--- config.mk ---
export PLATFORM = sky130hd
export DESIGN_NAME = fpc_special_unit
export DESIGN_NICKNAME = d
export VERILOG_FILES = /design/src/logic/fpc_pkg.sv /design/src/logic/fpc_special_unit.sv
export VERILOG_INCLUDE_DIRS = /design/src /design/src/logic
export SDC_FILE = /design/constraint.sdc
export NUM_CORES = 1
export LEC_CHECK = 0
export ABC_AREA = 1
export BUFFER_PORTS_ARGS = -buffer_cell sky130_fd_sc_hd__buf_2
export CAP_MARGIN = 20
export CORE_ASPECT_RATIO = 1.1
export CORE_UTILIZATION = 45
export CTS_BUF_LIST = sky130_fd_sc_hd__clkbuf_8
export DETAILED_ROUTE_END_ITERATION = 8
export PLACE_DENSITY = 0.75
export RECOVER_POWER = 25
export SETUP_SLACK_MARGIN = 0.4
export SYNTH_ARGS = -nofsm -noshare
export SYNTH_HDL_FRONTEND = slang
export SYNTH_SLANG_ARGS = --single-unit
--- constraint.sdc ---
create_clock -name i_clk -period 3.2 [get_ports i_clk]
set_input_delay 0.64 -clock i_clk [delete_from_list [all_inputs] [get_ports i_clk]]
set_output_delay 0.64 -clock i_clk [all_outputs]
set_load 0.02 [all_outputs]
--- src/logic/fpc_defs.svh ---
`ifndef FPC_DEFS_SVH
`define FPC_DEFS_SVH

// ----------------------------------------------------------------------------
// Field positions of the two floating-point formats
// ----------------------------------------------------------------------------
`define FPC_S_SIGN         31
`define FPC_S_EXP_HI       30
`define FPC_S_EXP_LO       23
`define FPC_S_FRAC_MSB     22
`define FPC_D_SIGN         63
`define FPC_D_EXP_HI       62
`define FPC_D_EXP_LO       52
`define FPC_D_FRAC_MSB     51

// ----------------------------------------------------------------------------
// Exponent biases
// ----------------------------------------------------------------------------
`define FPC_BIAS_S         12'h07F
`define FPC_BIAS_D         12'h3FF

// ----------------------------------------------------------------------------
// One-hot class vector layout
// ----------------------------------------------------------------------------
`define FPC_CLS_W          6
`define FPC_CLS_ZERO       0
`define FPC_CLS_DENORM     1
`define FPC_CLS_NORM       2
`define FPC_CLS_INF        3
`define FPC_CLS_SNAN       4
`define FPC_CLS_QNAN       5

// ----------------------------------------------------------------------------
// Created values
// ----------------------------------------------------------------------------
`define FPC_QNAN_S_LEGACY  32'h7FBF_FFFF
`define FPC_QNAN_S_2008    32'h7FFF_FFFF
`define FPC_QNAN_D_LEGACY  64'h7FF7_FFFF_FFFF_FFFF
`define FPC_QNAN_D_2008    64'h7FFF_FFFF_FFFF_FFFF
`define FPC_INT_MAX_W      32'h7FFF_FFFF
`define FPC_INT_MAX_L      64'h7FFF_FFFF_FFFF_FFFF
`define FPC_INF_S          32'h7F80_0000
`define FPC_INF_D          64'h7FF0_0000_0000_0000
`define FPC_UPPER_PAD      32'h0000_0000

`endif

--- src/logic/fpc_pkg.sv ---
`include "fpc_defs.svh"

package fpc_pkg;

   // -------------------------------------------------------------------------
   // Operations and formats
   // -------------------------------------------------------------------------
   typedef enum logic [3:0] {
      op_add       = 4'h0,
      op_sub       = 4'h1,
      op_mul       = 4'h2,
      op_div       = 4'h3,
      op_sqrt      = 4'h4,
      op_madd      = 4'h5,
      op_cmp       = 4'h6,
      op_cvt_word  = 4'h7,
      op_cvt_long  = 4'h8,
      op_move      = 4'h9,
      op_move_cond = 4'hA
   } fpc_op_t;

   typedef enum logic {
      fmt_single = 1'h0,
      fmt_double = 1'h1
   } fpc_fmt_t;

   // -------------------------------------------------------------------------
   // Carriers
   // -------------------------------------------------------------------------
   typedef struct packed {
      logic                    sign;
      logic [`FPC_CLS_W-1:0]   cls;
      logic                    hidden;
      logic [11:0]             exp_unb;
   } fpc_class_t;

   typedef struct packed {
      fpc_op_t     op;
      fpc_fmt_t    fmt;
      logic        cond;
      logic        cmp_signaling;
      logic [63:0] first_source_operand;
      logic [63:0] second_source_operand;
      logic [63:0] third_source_operand;
   } fpc_req_t;

   typedef struct packed {
      logic        special;
      logic [63:0] value;
      logic        invalid;
      logic        div_zero;
      logic        cmp_lt;
      logic        cmp_eq;
      logic        cmp_unord;
   } fpc_res_t;

endpackage : fpc_pkg

--- src/logic/fpc_special_unit.sv ---
`include "fpc_defs.svh"

// Behaviour
// - In-range exponent is normal, hidden bit one
// - Lowest exponent, nonzero fraction is denormal
// - Lowest exponent, zero fraction is signed zero
// - Top exponent, zero fraction is signed infinity
// - New encoding: fraction msb zero signals
// - Legacy encoding: fraction msb one signals
// - Biases 127 and 1023, field widths
// - Division by zero gives signed infinity
// - Infinities order outside all finite values
// - Meaningful infinity arithmetic is exact, propagates
// - Meaningless infinity arithmetic is invalid
// - Signaling NaN operand raises invalid, except in moves
// - Arithmetic never delivers a signaling NaN
// - Moves copy anything, raise nothing
// - Quiet NaN in gives quiet NaN out
// - Quiet NaN priority first, second, third source
// - Signaling compares treat quiet NaN like signaling
// - Created single quiet NaN per encoding
// - Created double quiet NaN per encoding
// - NaN or infinity to integer gives max
// - Only signed word and longword integers
module fpc_special_unit (
   input  wire logic              i_clk,
   input  wire logic              i_rstn,
   input  wire logic              i_valid,
   input  wire fpc_pkg::fpc_req_t i_req,
   input  wire logic              i_nan_encoding_select,
   output logic                   o_valid,
   output fpc_pkg::fpc_res_t      o_result,
   output fpc_pkg::fpc_class_t    o_class_first,
   output fpc_pkg::fpc_class_t    o_class_second,
   output fpc_pkg::fpc_class_t    o_class_third
);

   // -------------------------------------------------------------------------
   // Decoding functions
   // -------------------------------------------------------------------------

   // Class, sign and unbiased exponent of one operand
   function automatic fpc_pkg::fpc_class_t classify(input logic [63:0]      v,
                                                    input fpc_pkg::fpc_fmt_t fmt,
                                                    input logic             nan_sel);
      logic [10:0]         e;
      logic [51:0]         f;
      logic                msb;
      logic                e_top;
      logic                sgn;
      logic [11:0]         bias;
      fpc_pkg::fpc_class_t c;
      if (fmt == fpc_pkg::fmt_double) begin
         e     = v[`FPC_D_EXP_HI:`FPC_D_EXP_LO];
         f     = v[`FPC_D_FRAC_MSB:0];
         msb   = v[`FPC_D_FRAC_MSB];
         sgn   = v[`FPC_D_SIGN];
         bias  = `FPC_BIAS_D;
      end else begin
         e     = {3'h0, v[`FPC_S_EXP_HI:`FPC_S_EXP_LO]};
         f     = {29'h0, v[`FPC_S_FRAC_MSB:0]};
         msb   = v[`FPC_S_FRAC_MSB];
         sgn   = v[`FPC_S_SIGN];
         bias  = `FPC_BIAS_S;
      end
      e_top    = (fmt == fpc_pkg::fmt_double) ? (&e) : (&e[7:0]);
      c.cls    = '0;
      c.sign   = sgn;
      if (e_top) begin
         if (f == 52'h0)
            c.cls[`FPC_CLS_INF] = 1'b1;
         else if (msb != nan_sel)
            c.cls[`FPC_CLS_SNAN] = 1'b1;
         else
            c.cls[`FPC_CLS_QNAN] = 1'b1;
      end else if (e == 11'h000) begin
         if (f == 52'h0)
            c.cls[`FPC_CLS_ZERO] = 1'b1;
         else
            c.cls[`FPC_CLS_DENORM] = 1'b1;
      end else begin
         c.cls[`FPC_CLS_NORM] = 1'b1;
      end
      // Denormals read as E_min-1: hidden bit zero, field zero minus bias
      c.hidden  = (e != 11'h000) & ~e_top;
      c.exp_unb = {1'h0, e} - bias;
      return c;
   endfunction

   function automatic logic is_nan(input fpc_pkg::fpc_class_t c);
      return c.cls[`FPC_CLS_SNAN] | c.cls[`FPC_CLS_QNAN];
   endfunction

   // Single values live in the low word, upper word forced to zero
   function automatic logic [63:0] fmt_value(input logic [63:0]       v,
                                             input fpc_pkg::fpc_fmt_t fmt);
      return (fmt == fpc_pkg::fmt_double) ? v : {`FPC_UPPER_PAD, v[31:0]};
   endfunction

   // Magnitude without the sign, for ordering
   function automatic logic [62:0] magnitude(input logic [63:0]       v,
                                             input fpc_pkg::fpc_fmt_t fmt);
      return (fmt == fpc_pkg::fmt_double) ? v[62:0] : {32'h0, v[30:0]};
   endfunction

   function automatic logic [63:0] make_inf(input fpc_pkg::fpc_fmt_t fmt,
                                            input logic              sgn);
      if (fmt == fpc_pkg::fmt_double)
         return {sgn, 63'h0} | `FPC_INF_D;
      return {`FPC_UPPER_PAD, {sgn, 31'h0} | `FPC_INF_S};
   endfunction

   function automatic logic [63:0] new_qnan(input fpc_pkg::fpc_fmt_t fmt,
                                            input logic              nan_sel);
      if (fmt == fpc_pkg::fmt_double)
         return nan_sel ? `FPC_QNAN_D_2008 : `FPC_QNAN_D_LEGACY;
      return {`FPC_UPPER_PAD, nan_sel ? `FPC_QNAN_S_2008 : `FPC_QNAN_S_LEGACY};
   endfunction

   // -------------------------------------------------------------------------
   // Operand classification
   // -------------------------------------------------------------------------
   fpc_pkg::fpc_class_t c1;
   fpc_pkg::fpc_class_t c2;
   fpc_pkg::fpc_class_t c3;
   logic [63:0]         v1;
   logic [63:0]         v2;
   logic [63:0]         v3;

   // Purely combinational, so the pipeline can steer on classes this cycle
   assign v1 = fmt_value(i_req.first_source_operand, i_req.fmt);
   assign v2 = fmt_value(i_req.second_source_operand, i_req.fmt);
   assign v3 = fmt_value(i_req.third_source_operand, i_req.fmt);
   assign c1 = classify(v1, i_req.fmt, i_nan_encoding_select);
   assign c2 = classify(v2, i_req.fmt, i_nan_encoding_select);
   assign c3 = classify(v3, i_req.fmt, i_nan_encoding_select);
   assign o_class_first  = c1;
   assign o_class_second = c2;
   assign o_class_third  = c3;

   // -------------------------------------------------------------------------
   // Operand usage and special-case terms
   // -------------------------------------------------------------------------
   logic is_arith;
   logic use2;
   logic use3;
   logic any_snan;
   logic any_qnan;
   logic [63:0] qnan_pick;
   logic s2eff;
   logic psign;
   logic prod_inv;
   logic prod_inf;
   logic inf_invalid;

   assign is_arith = i_req.op inside {fpc_pkg::op_add, fpc_pkg::op_sub, fpc_pkg::op_mul,
                                      fpc_pkg::op_div, fpc_pkg::op_sqrt, fpc_pkg::op_madd};
   assign use2 = is_arith && i_req.op != fpc_pkg::op_sqrt || i_req.op == fpc_pkg::op_cmp;
   assign use3 = i_req.op == fpc_pkg::op_madd;

   // Which operands carry NaNs, only among those the operation reads
   assign any_snan = c1.cls[`FPC_CLS_SNAN] | (use2 & c2.cls[`FPC_CLS_SNAN])
                   | (use3 & c3.cls[`FPC_CLS_SNAN]);
   assign any_qnan = c1.cls[`FPC_CLS_QNAN] | (use2 & c2.cls[`FPC_CLS_QNAN])
                   | (use3 & c3.cls[`FPC_CLS_QNAN]);

   // First quiet NaN by source order; a signaling one is never picked
   always_comb begin
      if (c1.cls[`FPC_CLS_QNAN])
         qnan_pick = v1;
      else if (use2 && c2.cls[`FPC_CLS_QNAN])
         qnan_pick = v2;
      else
         qnan_pick = v3;
   end

   // Sign terms: subtraction flips the second operand
   assign s2eff    = c2.sign ^ (i_req.op == fpc_pkg::op_sub);
   assign psign    = c1.sign ^ c2.sign;
   assign prod_inv = (c1.cls[`FPC_CLS_INF] & c2.cls[`FPC_CLS_ZERO])
                   | (c1.cls[`FPC_CLS_ZERO] & c2.cls[`FPC_CLS_INF]);
   assign prod_inf = c1.cls[`FPC_CLS_INF] | c2.cls[`FPC_CLS_INF];

   // Invalid cases with no real limit, infinite operands plus 0/0 and negative roots
   always_comb begin
      unique case (i_req.op)
         fpc_pkg::op_add, fpc_pkg::op_sub:
            inf_invalid = c1.cls[`FPC_CLS_INF] & c2.cls[`FPC_CLS_INF]
                        & (c1.sign != s2eff);
         fpc_pkg::op_mul:
            inf_invalid = prod_inv;
         fpc_pkg::op_div:
            inf_invalid = (c1.cls[`FPC_CLS_INF] & c2.cls[`FPC_CLS_INF])
                        | (c1.cls[`FPC_CLS_ZERO] & c2.cls[`FPC_CLS_ZERO]);
         fpc_pkg::op_sqrt:
            inf_invalid = c1.sign & ~c1.cls[`FPC_CLS_ZERO];
         fpc_pkg::op_madd:
            inf_invalid = prod_inv | (prod_inf & c3.cls[`FPC_CLS_INF]
                        & (psign != c3.sign));
         default:
            inf_invalid = 1'b0;
      endcase
   end

   // -------------------------------------------------------------------------
   // Result selection
   // -------------------------------------------------------------------------
   fpc_pkg::fpc_res_t next_res;
   logic [62:0]       m1;
   logic [62:0]       m2;

   assign m1 = magnitude(v1, i_req.fmt);
   assign m2 = magnitude(v2, i_req.fmt);

   // Special cases decided here; special low hands off to the datapath
   always_comb begin
      next_res = '0;
      unique case (i_req.op)
         fpc_pkg::op_move: begin
            next_res.special = 1'b1;
            next_res.value   = v1;
         end
         fpc_pkg::op_move_cond: begin
            // Second source carries the destination's prior contents
            next_res.special = 1'b1;
            next_res.value   = i_req.cond ? v1 : v2;
         end
         fpc_pkg::op_cmp: begin
            next_res.special   = 1'b1;
            next_res.cmp_unord = is_nan(c1) | is_nan(c2);
            // Signaling compares trap on quiet NaNs too
            next_res.invalid   = any_snan | (any_qnan & i_req.cmp_signaling);
            if (!next_res.cmp_unord) begin
               if (c1.cls[`FPC_CLS_ZERO] && c2.cls[`FPC_CLS_ZERO])
                  next_res.cmp_eq = 1'b1;
               else if (c1.sign != c2.sign)
                  next_res.cmp_lt = c1.sign;
               else if (m1 == m2)
                  next_res.cmp_eq = 1'b1;
               else
                  next_res.cmp_lt = c1.sign ? (m1 > m2) : (m1 < m2);
            end
         end
         fpc_pkg::op_cvt_word, fpc_pkg::op_cvt_long: begin
            // Encoding select has no say here; only signed targets exist
            if (is_nan(c1) || c1.cls[`FPC_CLS_INF]) begin
               next_res.special = 1'b1;
               next_res.invalid = 1'b1;
               next_res.value   = (i_req.op == fpc_pkg::op_cvt_long) ? `FPC_INT_MAX_L
                                : {`FPC_UPPER_PAD, `FPC_INT_MAX_W};
            end
         end
         default: begin
            next_res.special = 1'b1;
            if (any_snan) begin
               next_res.invalid = 1'b1;
               next_res.value   = any_qnan ? qnan_pick
                                : new_qnan(i_req.fmt, i_nan_encoding_select);
            end else if (any_qnan) begin
               next_res.value = qnan_pick;
            end else if (inf_invalid) begin
               next_res.invalid = 1'b1;
               next_res.value   = new_qnan(i_req.fmt, i_nan_encoding_select);
            end else if (i_req.op == fpc_pkg::op_div && c2.cls[`FPC_CLS_ZERO]
                         && !c1.cls[`FPC_CLS_INF]) begin
               next_res.div_zero = 1'b1;
               next_res.value    = make_inf(i_req.fmt, psign);
            end else if (i_req.op inside {fpc_pkg::op_add, fpc_pkg::op_sub}
                         && prod_inf) begin
               next_res.value = make_inf(i_req.fmt,
                                         c1.cls[`FPC_CLS_INF] ? c1.sign : s2eff);
            end else if (i_req.op == fpc_pkg::op_mul && prod_inf) begin
               next_res.value = make_inf(i_req.fmt, psign);
            end else if (i_req.op == fpc_pkg::op_div && c1.cls[`FPC_CLS_INF]) begin
               next_res.value = make_inf(i_req.fmt, psign);
            end else if (i_req.op == fpc_pkg::op_sqrt && c1.cls[`FPC_CLS_INF]) begin
               next_res.value = v1;
            end else if (use3 && (prod_inf || c3.cls[`FPC_CLS_INF])) begin
               next_res.value = make_inf(i_req.fmt, prod_inf ? psign : c3.sign);
            end else begin
               next_res.special = 1'b0;
            end
         end
      endcase
   end

   // -------------------------------------------------------------------------
   // Output stage
   // -------------------------------------------------------------------------

   // One-cycle answer strobe
   always_ff @(posedge i_clk or negedge i_rstn) begin
      if (!i_rstn)
         o_valid <= 1'b0;
      else
         o_valid <= i_valid;
   end

   // Result held until the next request, so late readers still see it
   always_ff @(posedge i_clk or negedge i_rstn) begin
      if (!i_rstn)
         o_result <= '0;
      else if (i_valid)
         o_result <= next_res;
   end

   // Context kept beside the result for checking the delivered value
   logic                r_fp_out;
   fpc_pkg::fpc_fmt_t   r_fmt;
   logic                r_sel;
   fpc_pkg::fpc_class_t res_cls;

   always_ff @(posedge i_clk or negedge i_rstn) begin
      if (!i_rstn) begin
         r_fp_out <= 1'b0;
         r_fmt    <= fpc_pkg::fmt_single;
         r_sel    <= 1'b0;
      end else if (i_valid) begin
         r_fp_out <= is_arith;
         r_fmt    <= i_req.fmt;
         r_sel    <= i_nan_encoding_select;
      end
   end

   assign res_cls = classify(o_result.value, r_fmt, r_sel);

   // -------------------------------------------------------------------------
   // Assertions
   // -------------------------------------------------------------------------
   a_move_no_flags:
   assert property (@(posedge i_clk) disable iff (!i_rstn)
      i_valid && i_req.op == fpc_pkg::op_move
      |=> o_valid && !o_result.invalid && o_result.value == $past(v1))
   else $error("Move changed its operand or raised invalid");

   a_snan_raises_invalid:
   assert property (@(posedge i_clk) disable iff (!i_rstn)
      i_valid && is_arith && c1.cls[`FPC_CLS_SNAN] |=> o_result.invalid)
   else $error("Signaling NaN operand did not raise invalid");

   a_no_snan_result:
   assert property (@(posedge i_clk) disable iff (!i_rstn)
      o_valid && o_result.special && r_fp_out |-> !res_cls.cls[`FPC_CLS_SNAN])
   else $error("Signaling NaN delivered as a result");

   a_qnan_first_source:
   assert property (@(posedge i_clk) disable iff (!i_rstn)
      i_valid && is_arith && !any_snan && c1.cls[`FPC_CLS_QNAN]
      |=> !o_result.invalid && o_result.value == $past(v1))
   else $error("Quiet NaN of first source not propagated");

   a_cvt_int_max:
   assert property (@(posedge i_clk) disable iff (!i_rstn)
      i_valid && i_req.op == fpc_pkg::op_cvt_word && c1.cls[`FPC_CLS_INF]
      |=> o_result.invalid && o_result.value == {`FPC_UPPER_PAD, `FPC_INT_MAX_W})
   else $error("Infinity to word did not give largest integer");

   a_div_zero_inf:
   assert property (@(posedge i_clk) disable iff (!i_rstn)
      i_valid && i_req.op == fpc_pkg::op_div && c1.cls[`FPC_CLS_NORM]
      && c2.cls[`FPC_CLS_ZERO]
      |=> o_result.div_zero && res_cls.cls[`FPC_CLS_INF]
      && res_cls.sign == $past(psign))
   else $error("Division by zero did not give signed infinity");

   a_default_qnan:
   assert property (@(posedge i_clk) disable iff (!i_rstn)
      i_valid && i_req.op == fpc_pkg::op_add && i_req.fmt == fpc_pkg::fmt_single
      && c1.cls[`FPC_CLS_INF] && c2.cls[`FPC_CLS_INF] && c1.sign != c2.sign
      |=> o_result.invalid && o_result.value[31:0] == ($past(i_nan_encoding_select)
          ? `FPC_QNAN_S_2008 : `FPC_QNAN_S_LEGACY))
   else $error("Wrong quiet NaN created for invalid addition");

   a_cmp_inf_order:
   assert property (@(posedge i_clk) disable iff (!i_rstn)
      i_valid && i_req.op == fpc_pkg::op_cmp && c1.cls[`FPC_CLS_INF] && c1.sign
      && (c2.cls[`FPC_CLS_NORM] || c2.cls[`FPC_CLS_DENORM] || c2.cls[`FPC_CLS_ZERO])
      |=> o_result.cmp_lt && !o_result.cmp_eq && !o_result.cmp_unord)
   else $error("Minus infinity did not compare below a finite value");

   a_class_onehot:
   assert property (@(posedge i_clk) disable iff (!i_rstn)
      $onehot(c1.cls) && $onehot(c2.cls) && $onehot(c3.cls))
   else $error("Operand class vector is not one-hot");

endmodule // fpc_special_unit

== Word-level counts from Yosys, hierarchy flattened ==
Index checks and enable logic that the tools add are counted.

* Register bits after elaboration: 71
* Output and inout bits: 131
* Logic and storage cells: 251

* $add $sub $neg: 3
* Order comparisons: 2
* Equal/unequal tests: 18
* Multiplexer cells: 149
* Bitwise operators: 34
* Reductions and logical operators: 37

{| class="wikitable"
|+ Operator list
! kind !! number
|-
| 64-bit two-way mux || 26
|-
| 64-bit one-hot mux with 4 select lines || 1
|-
| 52-bit two-way mux || 4
|-
| 63-bit two-way mux || 3
|-
| 52-bit zero test || 3
|-
| 1-bit two-way mux || 90
|-
| 66-bit two-way mux || 1
|-
| 65-bit two-way mux || 1
|-
| 63-bit == test || 1
|-
| 63-bit > comparator || 1
|-
| 63-bit < comparator || 1
|-
| 11-bit by 12-bit subtractor with 12-bit output || 3
|-
| 11-bit zero test || 3
|-
| 11-bit two-way mux || 3
|-
| 11-bit AND reduction || 3
|-
| 11-bit nonzero test || 3
|-
| 8-bit AND reduction || 3
|-
| 23-bit two-way mux || 1
|-
| 3-bit two-way mux || 7
|-
| 1-bit AND || 16
|-
| 4-bit by 3-bit == test with 1-bit output, second input constant || 4
|-
| 2-bit two-way mux || 8
|-
| 4-bit == test, second input constant || 3
|-
| 1-bit OR || 12
|-
| 19 further kinds || 42
|}

== Depth between registers and ports, before layout ==
Gate-level depths: netlist (run 1).

* Depth in word-level cells: 30
* Gate-level depth with buffers: 26
* Depth with buffers taken out: 22

== Worst setup path before layout (run 1) ==
No wires, ideal clock.

* Path type: in2reg
* From: input port i_req[194] in the netlist's numbering
* To: register o_result[59] in the netlist's numbering
* Setup time: 0.117 ns
* Arrival time: 3.566 ns
* Path slack: -0.483 ns
* Stages on the path: 23
* Path buffers: 4
* Cell sequence: buf_6 buf_6 buf_2 buf_2 nand2_1 inv_1 a21oi_1 ha_1 nand4_1 nor3_2 nand2_1 nor2_2 nand2_1 nand2_1 nand2_1 nand3_4 inv_4 nand2_1 nand3_1 nand2_1 nand2_2 nand2_1 nand2_1

{| class="wikitable"
|+ RTL lines
! element !! line !! source
|-
| from (decl) || fpc_special_unit.sv:29 || <nowiki>input wire fpc_pkg::fpc_req_t i_req,</nowiki>
|-
| to (signal assigned) || fpc_special_unit.sv:304 || <nowiki>o_result <= next_res;</nowiki>
|-
| to (decl) || fpc_special_unit.sv:32 || <nowiki>output fpc_pkg::fpc_res_t o_result,</nowiki>
|}

==> results of run 1 <==
power groups by stage:
stage	Combinational, mW	Clock (mW)	Sequential, mW
after floorplan	0.864	0	1.16
after global placement	1.74	0	1.06
after detailed placement	1.76	0	1.05
after CTS	1.96	0.779	1.04
after global routing	2.28	0.810	1.05
final	2.15	0.768	1.04
state kept, by name (all words and copies together) (netlist names):
signal	flops
o_valid	1
o_result	70
synthesized netlist by cell type (2+ instances only):
| cell type | n |
|---|---|
| o211ai_1 | 41 |
| inv_1 | 177 |
| o221ai_1 | 32 |
| buf_6 | 13 |
| inv_4 | 2 |
| buf_2 | 18 |
| nor3_1 | 16 |
| nor2_1 | 217 |
| or2_2 | 2 |
| nand2_4 | 4 |
| o21ai_1 | 21 |
| nor2_4 | 6 |
| nand2_1 | 543 |
| a211oi_1 | 30 |
| nor2_2 | 11 |
| nand2_2 | 13 |
| xor2_1 | 17 |
| a21oi_2 | 2 |
| nor3_2 | 3 |
| ha_1 | 69 |
| o21a_1 | 2 |
| buf_1 | 5 |
| a21oi_1 | 115 |
| inv_2 | 13 |
| nand3_4 | 4 |
| buf_4 | 5 |
| dfrtp_1 | 71 |
| o2111ai_1 | 2 |
| clkinv_1 | 3 |
| o21ai_0 | 115 |
| a221oi_1 | 2 |
| o21ai_2 | 3 |
| nand3_2 | 5 |
| nand3_1 | 111 |
| a22o_1 | 2 |
| xnor2_1 | 3 |
| o22ai_1 | 2 |
| a31oi_1 | 11 |
| nor4_1 | 7 |
| nand3b_1 | 4 |
| nand4_1 | 32 |
| clkbuf_1 | 51 |
critical path: stages:
cell,delay [ps]
buf_16,130
bufbuf_16,270
o21ai_0,100
nand2_1,130
nor2_2,150
nand2_1,70
nor2_1,90
buf_4,150
nand2_4,60
buf_8,140
nor2_4,120
buf_4,140
buf_6,80
buf_6,100
logic make-up after synthesis:
| family | count (synthesis) | share of synthesized area, % |
|---|---|---|
| buffers and inverters | 287 | 11.52 |
| and+or+nand+nor | 983 | 39.96 |
| xor gates and xnor gates | 21 | 1.807 |
| adders and majority gates | 69 | 8.147 |
| AOI/OAI and AO/OA | 384 | 21.80 |
| DFF | 71 | 16.77 |
stage by stage:
stage | TNS (ps) | hold slack (ps) | worst slack, ps | power [mW]
2_1_floorplan | 0 | 344.4 | 3.111 | 2.022
3_3_place_gp | -26360 | 459.2 | -486.9 | 2.798
3_5_place_dp | -28260 | 460.2 | -530.7 | 2.813
4_1_cts | 0 | 441.8 | 264.6 | 3.773
5_1_grt | 0 | 239.8 | 112.6 | 4.140
6_report | 0 | 209.7 | 173.8 | 3.963
final timing paths:
check                             start                  to
max                          i_req[194]  o_class_second[16]
min                              i_rstn        o_result[32]
max reg2reg                o_result[36]        o_result[36]
min reg2reg                o_result[51]        o_result[51]
max in group asynchronous        i_rstn        o_result[56]
min in group i_clk         o_result[51]        o_result[51]
what timing repair did:
action                                  in CTS  in global routing
resized for setup                          276                202
setup buffers                               62                 21
gates cloned                                12                  2
pin swaps                                   85                102
endpoints found under the setup margin     108                109
routing by layer:
layer	vias up	share of wire (%)
met4	4	6.3
met5	-	0.092
li1	7254	-
met1	7406	38
met2	1144	45
met3	282	11
area by class of cell:
cell class              instances  area share, %
multi-input cells            1458          52.32
repair buffers                672          29.84
diodes                          1        0.01437
inverters                     195          4.432
well taps                     300          2.155
flip-flops and latches         71          10.20
clock inverters                 6         0.2514
clock buffers                  10         0.7902
==> impl_metrics.toml, run 1 <==
[run_status]
status = "finished with violations"
violations = "capacitance limit, slew limit"

[grt]
first_global_vias = 15110
overflow = 0
antenna_found_initial = 3
grtUsageMet1_pct = 56.24
gr-max-usage-layer = "met2"
grt_max_degree = 79
grt_pass1_wl_mm = 83.81
use_met2_pct = 73.07
grtUsageTotal_pct = 45.33
grt.met3_usage_pct = 9.188

[sta]
tightestPinTransition_ps = 1819
finalCritPeriodShare_pct = 94.57
rsz0062_at_grt = "true"
slew_headroom_pct = -21.28
fmax_mhz = 330.4
hold_violations = 0
slew_violations = 63
setup_viol = 0
clock_skew_ps = 0
min_period_ps = 3026

[power_and_ir_drop]
p_leak_nw = 8.980
p_per_area_nw_per_um2 = 227.5
combPwrFrac_pct = 54.3
p_sw_share_pct = 46.35
p_switching_mw = 1.837
p_seq_share_pct = 26.3
ir_drop_mv = 0.2245
p_clk_share_pct = 19.4
internal_power_mw = 2.126

[floorplan]
coreArea_sq_um = 23000
start_util_pct = 46.06
die_w_um = 148.3
design.die.area_sq_um = 24170
io_pins = 334
die_h_um = 162.9
fp-row-count = 58

[detailed_routing]
drt_iter0_markers = 1704
detail-route-antenna-nets = 0
viasPerCell = 5.931
wirelength_mm = 57.37
dr.pass1.iters = 8
route.detailed.drc = 0
vias = 16090
routedWlPerCell_um = 21.14

[yosys]
ys_async_sr_fraction_pct = 100.0
seq_area_frac_synth_pct = 16.77
synth.top_cells.by_area = "nand2_1 (19%), dfrtp_1 (17%), ha_1 (8.1%)"
avgSynthCellArea_sq_um = 5.838
yosys.area.top_type_share_pct = 19.23
synth_edf_count = 0
syn_nets = 2087
ys_warn_count = 0
synth_area_leader_cell = "nand2_1"
ys_types = 52
synth_area_sq_um = 10600
synthFlopType = "dfrtp_1"
yosys_register_bits = 71
netlist_instances = 1815

[placement]
place_inst = 2598
gp_congestion = 1.044
place_area_sq_um = 14490
hpwl_mm = 41.83
port_buffers = 333

[finish]
final_common_cell = "nand2_1"
final_cell_mix = "nand2_1 (455), buf_2 (294), buf_4 (257)"
fillers = 1822
final_cell_area_sq_um = 17420
synthToLayoutAreaGrowth_pct = 64.38
final_util_pct = 75.72
register_area_sq_um = 1777
nets = 2679
instances_no_fill = 2713
drive_above_1_share_pct = 42.41
multiInputGateArea_sq_um = 9112

[cts]
h-tree-depth = 3
clk_pin_slew_ps = 90
clock_sinks = 71
clock-root-buffer = "clkbuf_8"
holdBufCountCts = 0
clockBufferDepth = 2
numCtsBuffers = 9
insertion_delay_ps = 380
cts_tree = "done"

[setup_path]
required_ps = 2560
r2r_slack_ps = 2470
worstSetupPathType = "in -> out"
crit_arrival_ps = 2390
cp-start-kind = "input pin"
end_kind = "primary output"
reg2regPathDepth = 2
critical_path.max_fanout = 5

[job]
max-cap-violations = 1

[hold_path]
min_path_type = "in -> async"
No activity file was read; power rests on OpenSTA's default activity.
==> inputs of run 2 (changes only) <==
--- a/config.mk
+++ b/config.mk
@@ -13,9 +13,9 @@
 export CORE_UTILIZATION = 45
 export CTS_BUF_LIST = sky130_fd_sc_hd__clkbuf_8
 export DETAILED_ROUTE_END_ITERATION = 8
-export PLACE_DENSITY = 0.75
+export PLACE_DENSITY = 0.72
 export RECOVER_POWER = 25
-export SETUP_SLACK_MARGIN = 0.4
+export SETUP_SLACK_MARGIN = 0.02
 export SYNTH_ARGS = -nofsm -noshare
 export SYNTH_HDL_FRONTEND = slang
 export SYNTH_SLANG_ARGS = --single-unit
==> constraint.sdc (replaced) <==
create_clock -name i_clk -period 3.64 [get_ports i_clk]
set_input_delay 0.728 -clock i_clk [delete_from_list [all_inputs] [get_ports i_clk]]
set_output_delay 0.728 -clock i_clk [all_outputs]
set_load 0.02 [all_outputs]
==> impl_metrics.toml, run 2 (synthesized netlist as in run 1, its figures left out) <==
[cts]
h-tree-depth = 3
cts_resized = 0
clockBufferDepth = 2
holdBufCountCts = 0
clk_pin_slew_ps = 90
post_cts_buffers = 0
clock_sinks = 71
insertion_delay_ps = 380
numCtsBuffers = 9
cts_tree = "done"
clock-root-buffer = "clkbuf_8"

[setup_path]
r2r-end = "o_result[0]"
r2r_start = "o_result[0]"
worstSetupPathType = "in -> out"
cp-start-kind = "input pin"
cp-endpoint = "o_class_second[9]"
required_ps = 2910
startpoint = "i_req[194]"
r2r_slack_ps = 2910
critical_path.max_fanout = 21
end_kind = "primary output"
reg2regPathDepth = 1
crit_arrival_ps = 2690

[finish]
nets = 2429
largest_register_ffs = 70
final_util_pct = 57.39
drive_above_1_share_pct = 24.05
final_common_cell = "nand2_1"
instances_no_fill = 2462
synthToLayoutAreaGrowth_pct = 24.58
largestRegisters = "o_result (70), o_valid (1)"
diodes = 0
final_cell_mix = "nand2_1 (543), buf_2 (331), nor2_1 (212)"
regMostFlops = "o_result"

[detailed_routing]
drt_iter0_markers = 1172
viasPerCell = 5.796
routedWlPerCell_um = 20.34
detail-route-antenna-nets = 0
dr.pass1.iters = 8
vias = 14270
wirelength_mm = 50.08
route.detailed.drc = 0

[run_status]
violations = "capacitance limit, slew limit"
status = "finished with violations"

[floorplan]
fp-row-count = 58
coreArea_sq_um = 23000
start_util_pct = 46.06
die_w_um = 148.3
io_pins = 334
die_h_um = 162.9
design.die.area_sq_um = 24170

[power_and_ir_drop]
ir_drop_mv = 0.1764
p_per_area_nw_per_um2 = 232.9
p_leak_nw = 7.118
p_total_mw = 3.074

[sta]
setup_viol = 0
rsz0062_at_grt = "false"
hold_violations = 0
clock_skew_ps = 0
setup_slack_ps = 223.3
min_period_ps = 3417
fmax_mhz = 292.7
slew_violations = 61
slew_headroom_pct = -18.46
tightestPinTransition_ps = 1777
finalCritPeriodShare_pct = 93.86

[placement]
place_inst = 2445
port_buffers = 333
hpwl_mm = 39.54
dp_slack_ps = -50.04
gp_congestion = 1.014

[hold_path]
min_path_type = "in -> async"

[grt]
grtUsageTotal_pct = 41.03
overflow = 0
antenna_found_initial = 0
grt_pass1_wl_mm = 75.56
grt_max_degree = 88
first_global_vias = 13310

[job]
max-cap-violations = 1
run 2: area by class of cell:
cell class              count  area (sq um)
multi-input cells        1457          7654
well taps                 300         375.4
fillers                  2469          9803
inverters                 195         739.5
flip-flops and latches     71          1777
clock inverters             6         61.31
clock buffers              10         137.6
repair buffers            423          2457
run 2: how the worst min path moves through the flow:
stage	start	endpoint	slack (ps)	cells past startpoint
final	i_rstn	o_result[26]	340	1
after global routing	i_rstn	o_result[33]	390	1
after floorplan	i_rstn	o_result[0]	430	0
after CTS	o_result[43]	o_result[43]	490	2
after detailed placement	o_result[48]	o_result[48]	460	2
after global placement	o_result[46]	o_result[46]	460	2
run 2: power by group:
| part | internal, mW | switching [mW] |
|---|---|---|
| registers | 0.865 | 0.0490 |
| logic | 0.467 | 0.943 |
| clock network | 0.335 | 0.414 |
run 2: per-layer routing:
metal  vias to the layer above  global-route usage, %  part of all wire [%]
met5                         -                      0                     0
met4                         0                  18.93                   4.3
met3                       135                  5.742                   9.4
met2                       892                  67.35                    46
met1                      6528                  53.00                    41
li1                       6715                      -                     -
run 2: metrics by stage:
stage	hold WS, ps	instance area [sq um]	TNS (ps)
floorplan	432.4	10610	0
global placement	461.8	12980	-920.6
detailed placement	460.0	12980	-199.1
CTS	486.1	13180	0
global route	389.1	13200	0
finish	337.4	13200	0
run 2: critical path: stages:
cell and delay, ps:
buf_6 150, buf_4 220, nor2_1 310, nor2_1 110
inv_1 160, nand3_1 130, nor2_1 130, nand2_1 110
nor2_2 150, a22oi_1 90, a31oi_1 180, buf_2 190
==> inputs of run 3 (changes only) <==
--- a/config.mk
+++ b/config.mk
@@ -15,6 +15,7 @@
 export DETAILED_ROUTE_END_ITERATION = 8
 export PLACE_DENSITY = 0.72
 export RECOVER_POWER = 25
+export REMOVE_ABC_BUFFERS = 1
 export SETUP_SLACK_MARGIN = 0.02
 export SYNTH_ARGS = -nofsm -noshare
 export SYNTH_HDL_FRONTEND = slang
==> impl_metrics.toml, run 3 (synthesized netlist as in run 1, its figures left out) <==
[floorplan]
start_util_pct = 46.06
io_pins = 334
die_w_um = 148.3
die_h_um = 162.9
fp-row-count = 58
design.die.area_sq_um = 24170
coreArea_sq_um = 23000

[grt]
first_global_vias = 13370
grt_pass1_wl_mm = 74.82
grtUsageMet1_pct = 50.05
overflow = 0
grt.met3_usage_pct = 5.574
grtUsageTotal_pct = 40.69
antenna_found_initial = 2
gr-max-usage-layer = "met2"
grt_max_degree = 94
use_met2_pct = 68.46

[setup_path]
critical_path.max_fanout = 21
max_stage_delay_ps = 230
path_cells = "buf_4 -> buf_12 -> buf_4 -> nand2_1 -> nand2_1 -> nor2_1 -> nand3_1 -> nor2_2 -> nand2_2 -> nand2_1 -> buf_4 -> nor2_1 -> buf_4 -> buf_2"
crit_path_frequent_cell = "buf_4"
cp-start-kind = "input pin"
crit_arrival_ps = 2790
crit_family = "simple AND/OR/NAND/NOR gates"
slowest_stage = "nor2_1"
end_kind = "primary output"
required_ps = 2910
worstSetupPathType = "in -> out"
crit_buf_inv = 6

[placement]
hpwl_mm = 39.25
gp_congestion = 1.020
port_buffers = 333

[cts]
cts_tree = "done"
clock_sinks = 71
clockBufferDepth = 2
numCtsBuffers = 9
holdBufCountCts = 0
h-tree-depth = 3
insertion_delay_ps = 380
clk_pin_slew_ps = 90
clock-root-buffer = "clkbuf_8"

[detailed_routing]
viasPerCell = 5.742
vias = 14210
routedWlPerCell_um = 20.04
route.detailed.drc = 0
wirelength_mm = 49.58
detail-route-antenna-nets = 0
dr.pass1.iters = 7
drt_iter0_markers = 1245

[sta]
min_period_ps = 3513
tightestPinTransition_ps = 1639
setup_viol = 0
whs_ps = 478.1
slew_violations = 27
hold_violations = 0
rsz0062_at_grt = "false"
finalCritPeriodShare_pct = 96.52
fmax_mhz = 284.6
clock_skew_ps = 0
slew_headroom_pct = -9.237

[power_and_ir_drop]
p_leak_nw = 7.179
ir_drop_mv = 0.1963
p_per_area_nw_per_um2 = 236.9
p_total_mw = 3.153

[finish]
synthToLayoutAreaGrowth_pct = 25.63
largestRegisters = "o_result (70), o_valid (1)"
regMostFlops = "o_result"
final_common_cell = "nand2_1"
final_cell_mix = "nand2_1 (541), buf_2 (330), nor2_1 (212)"
largest_register_ffs = 70
drive_above_1_share_pct = 24.62
nets = 2441

[run_status]
status = "finished with violations"
violations = "capacitance limit, slew limit"

[job]
max-cap-violations = 1

[hold_path]
min_path_type = "reg -> reg"
run 3: area by class of cell:
class,instances,area (sq um)
Clock inverter,3,65.06
Inverter,195,737.0
Multi-Input combinational cell,1457,7674
Sequential cell,71,1777
Clock buffer,12,165.2
Tap cell,300,375.4
Antenna cell,1,2.502
Fill cell,2472,9692
Timing Repair Buffer,435,2517
run 3: worst min-delay path, stage by stage (launching register included):
cell,delay [ps]
dfrtp_1,340
nand2_1,50
nand2_1,50
run 3: timing repair:
| action | CTS | global route |
|---|---|---|
| setup endpoints to repair | 0 | 16 |
| setup buffers | 0 | 0 |
| gates resized for setup | 0 | 14 |
run 3: power by group:
group / total, mW / switching, mW / internal (mW) / leakage (nW)
logic: 1.43 / 0.952 / 0.477 / 6.15
registers: 0.913 / 0.0477 / 0.865 / 0.909
clock network: 0.811 / 0.373 / 0.439 / 0.118
total: 3.15 / 1.37 / 1.78 / 7.18
run 3: path summary, 6_finish.rpt:
check,start,end,slack (ps),cells after the start
setup / recovery,i_req[194],o_class_second[17],130,14
hold / removal,o_result[65],o_result[65],480,2
setup reg to reg,o_result[6],o_result[6],2910,2
hold reg to reg,o_result[65],o_result[65],480,2
max in group asynchronous,i_rstn,o_result[27],820,2
min in group asynchronous,i_rstn,o_result[16],740,1
run 3: layer usage:
layer / up-vias / share of wire [%]
li1: 6754 / -
met3: 135 / 8.8
met1: 6472 / 39
met5: - / 0
met2: 845 / 47
met4: 0 / 5.2
run 3: through the flow:
stage	TNS (ps)	instances	worst slack [ps]	util, %	cell area [sq um]
6_report	0	2474	126.8	57.87	13310
2_1_floorplan	-38500	1723	-843.1	-	10110
5_1_grt	0	2474	7.993	57.87	13310
3_5_place_dp	-1509	2457	-84.02	56.65	13030
3_3_place_gp	-717.8	2457	-60.50	56.65	13030
4_1_cts	0	2472	62.35	57.65	13260
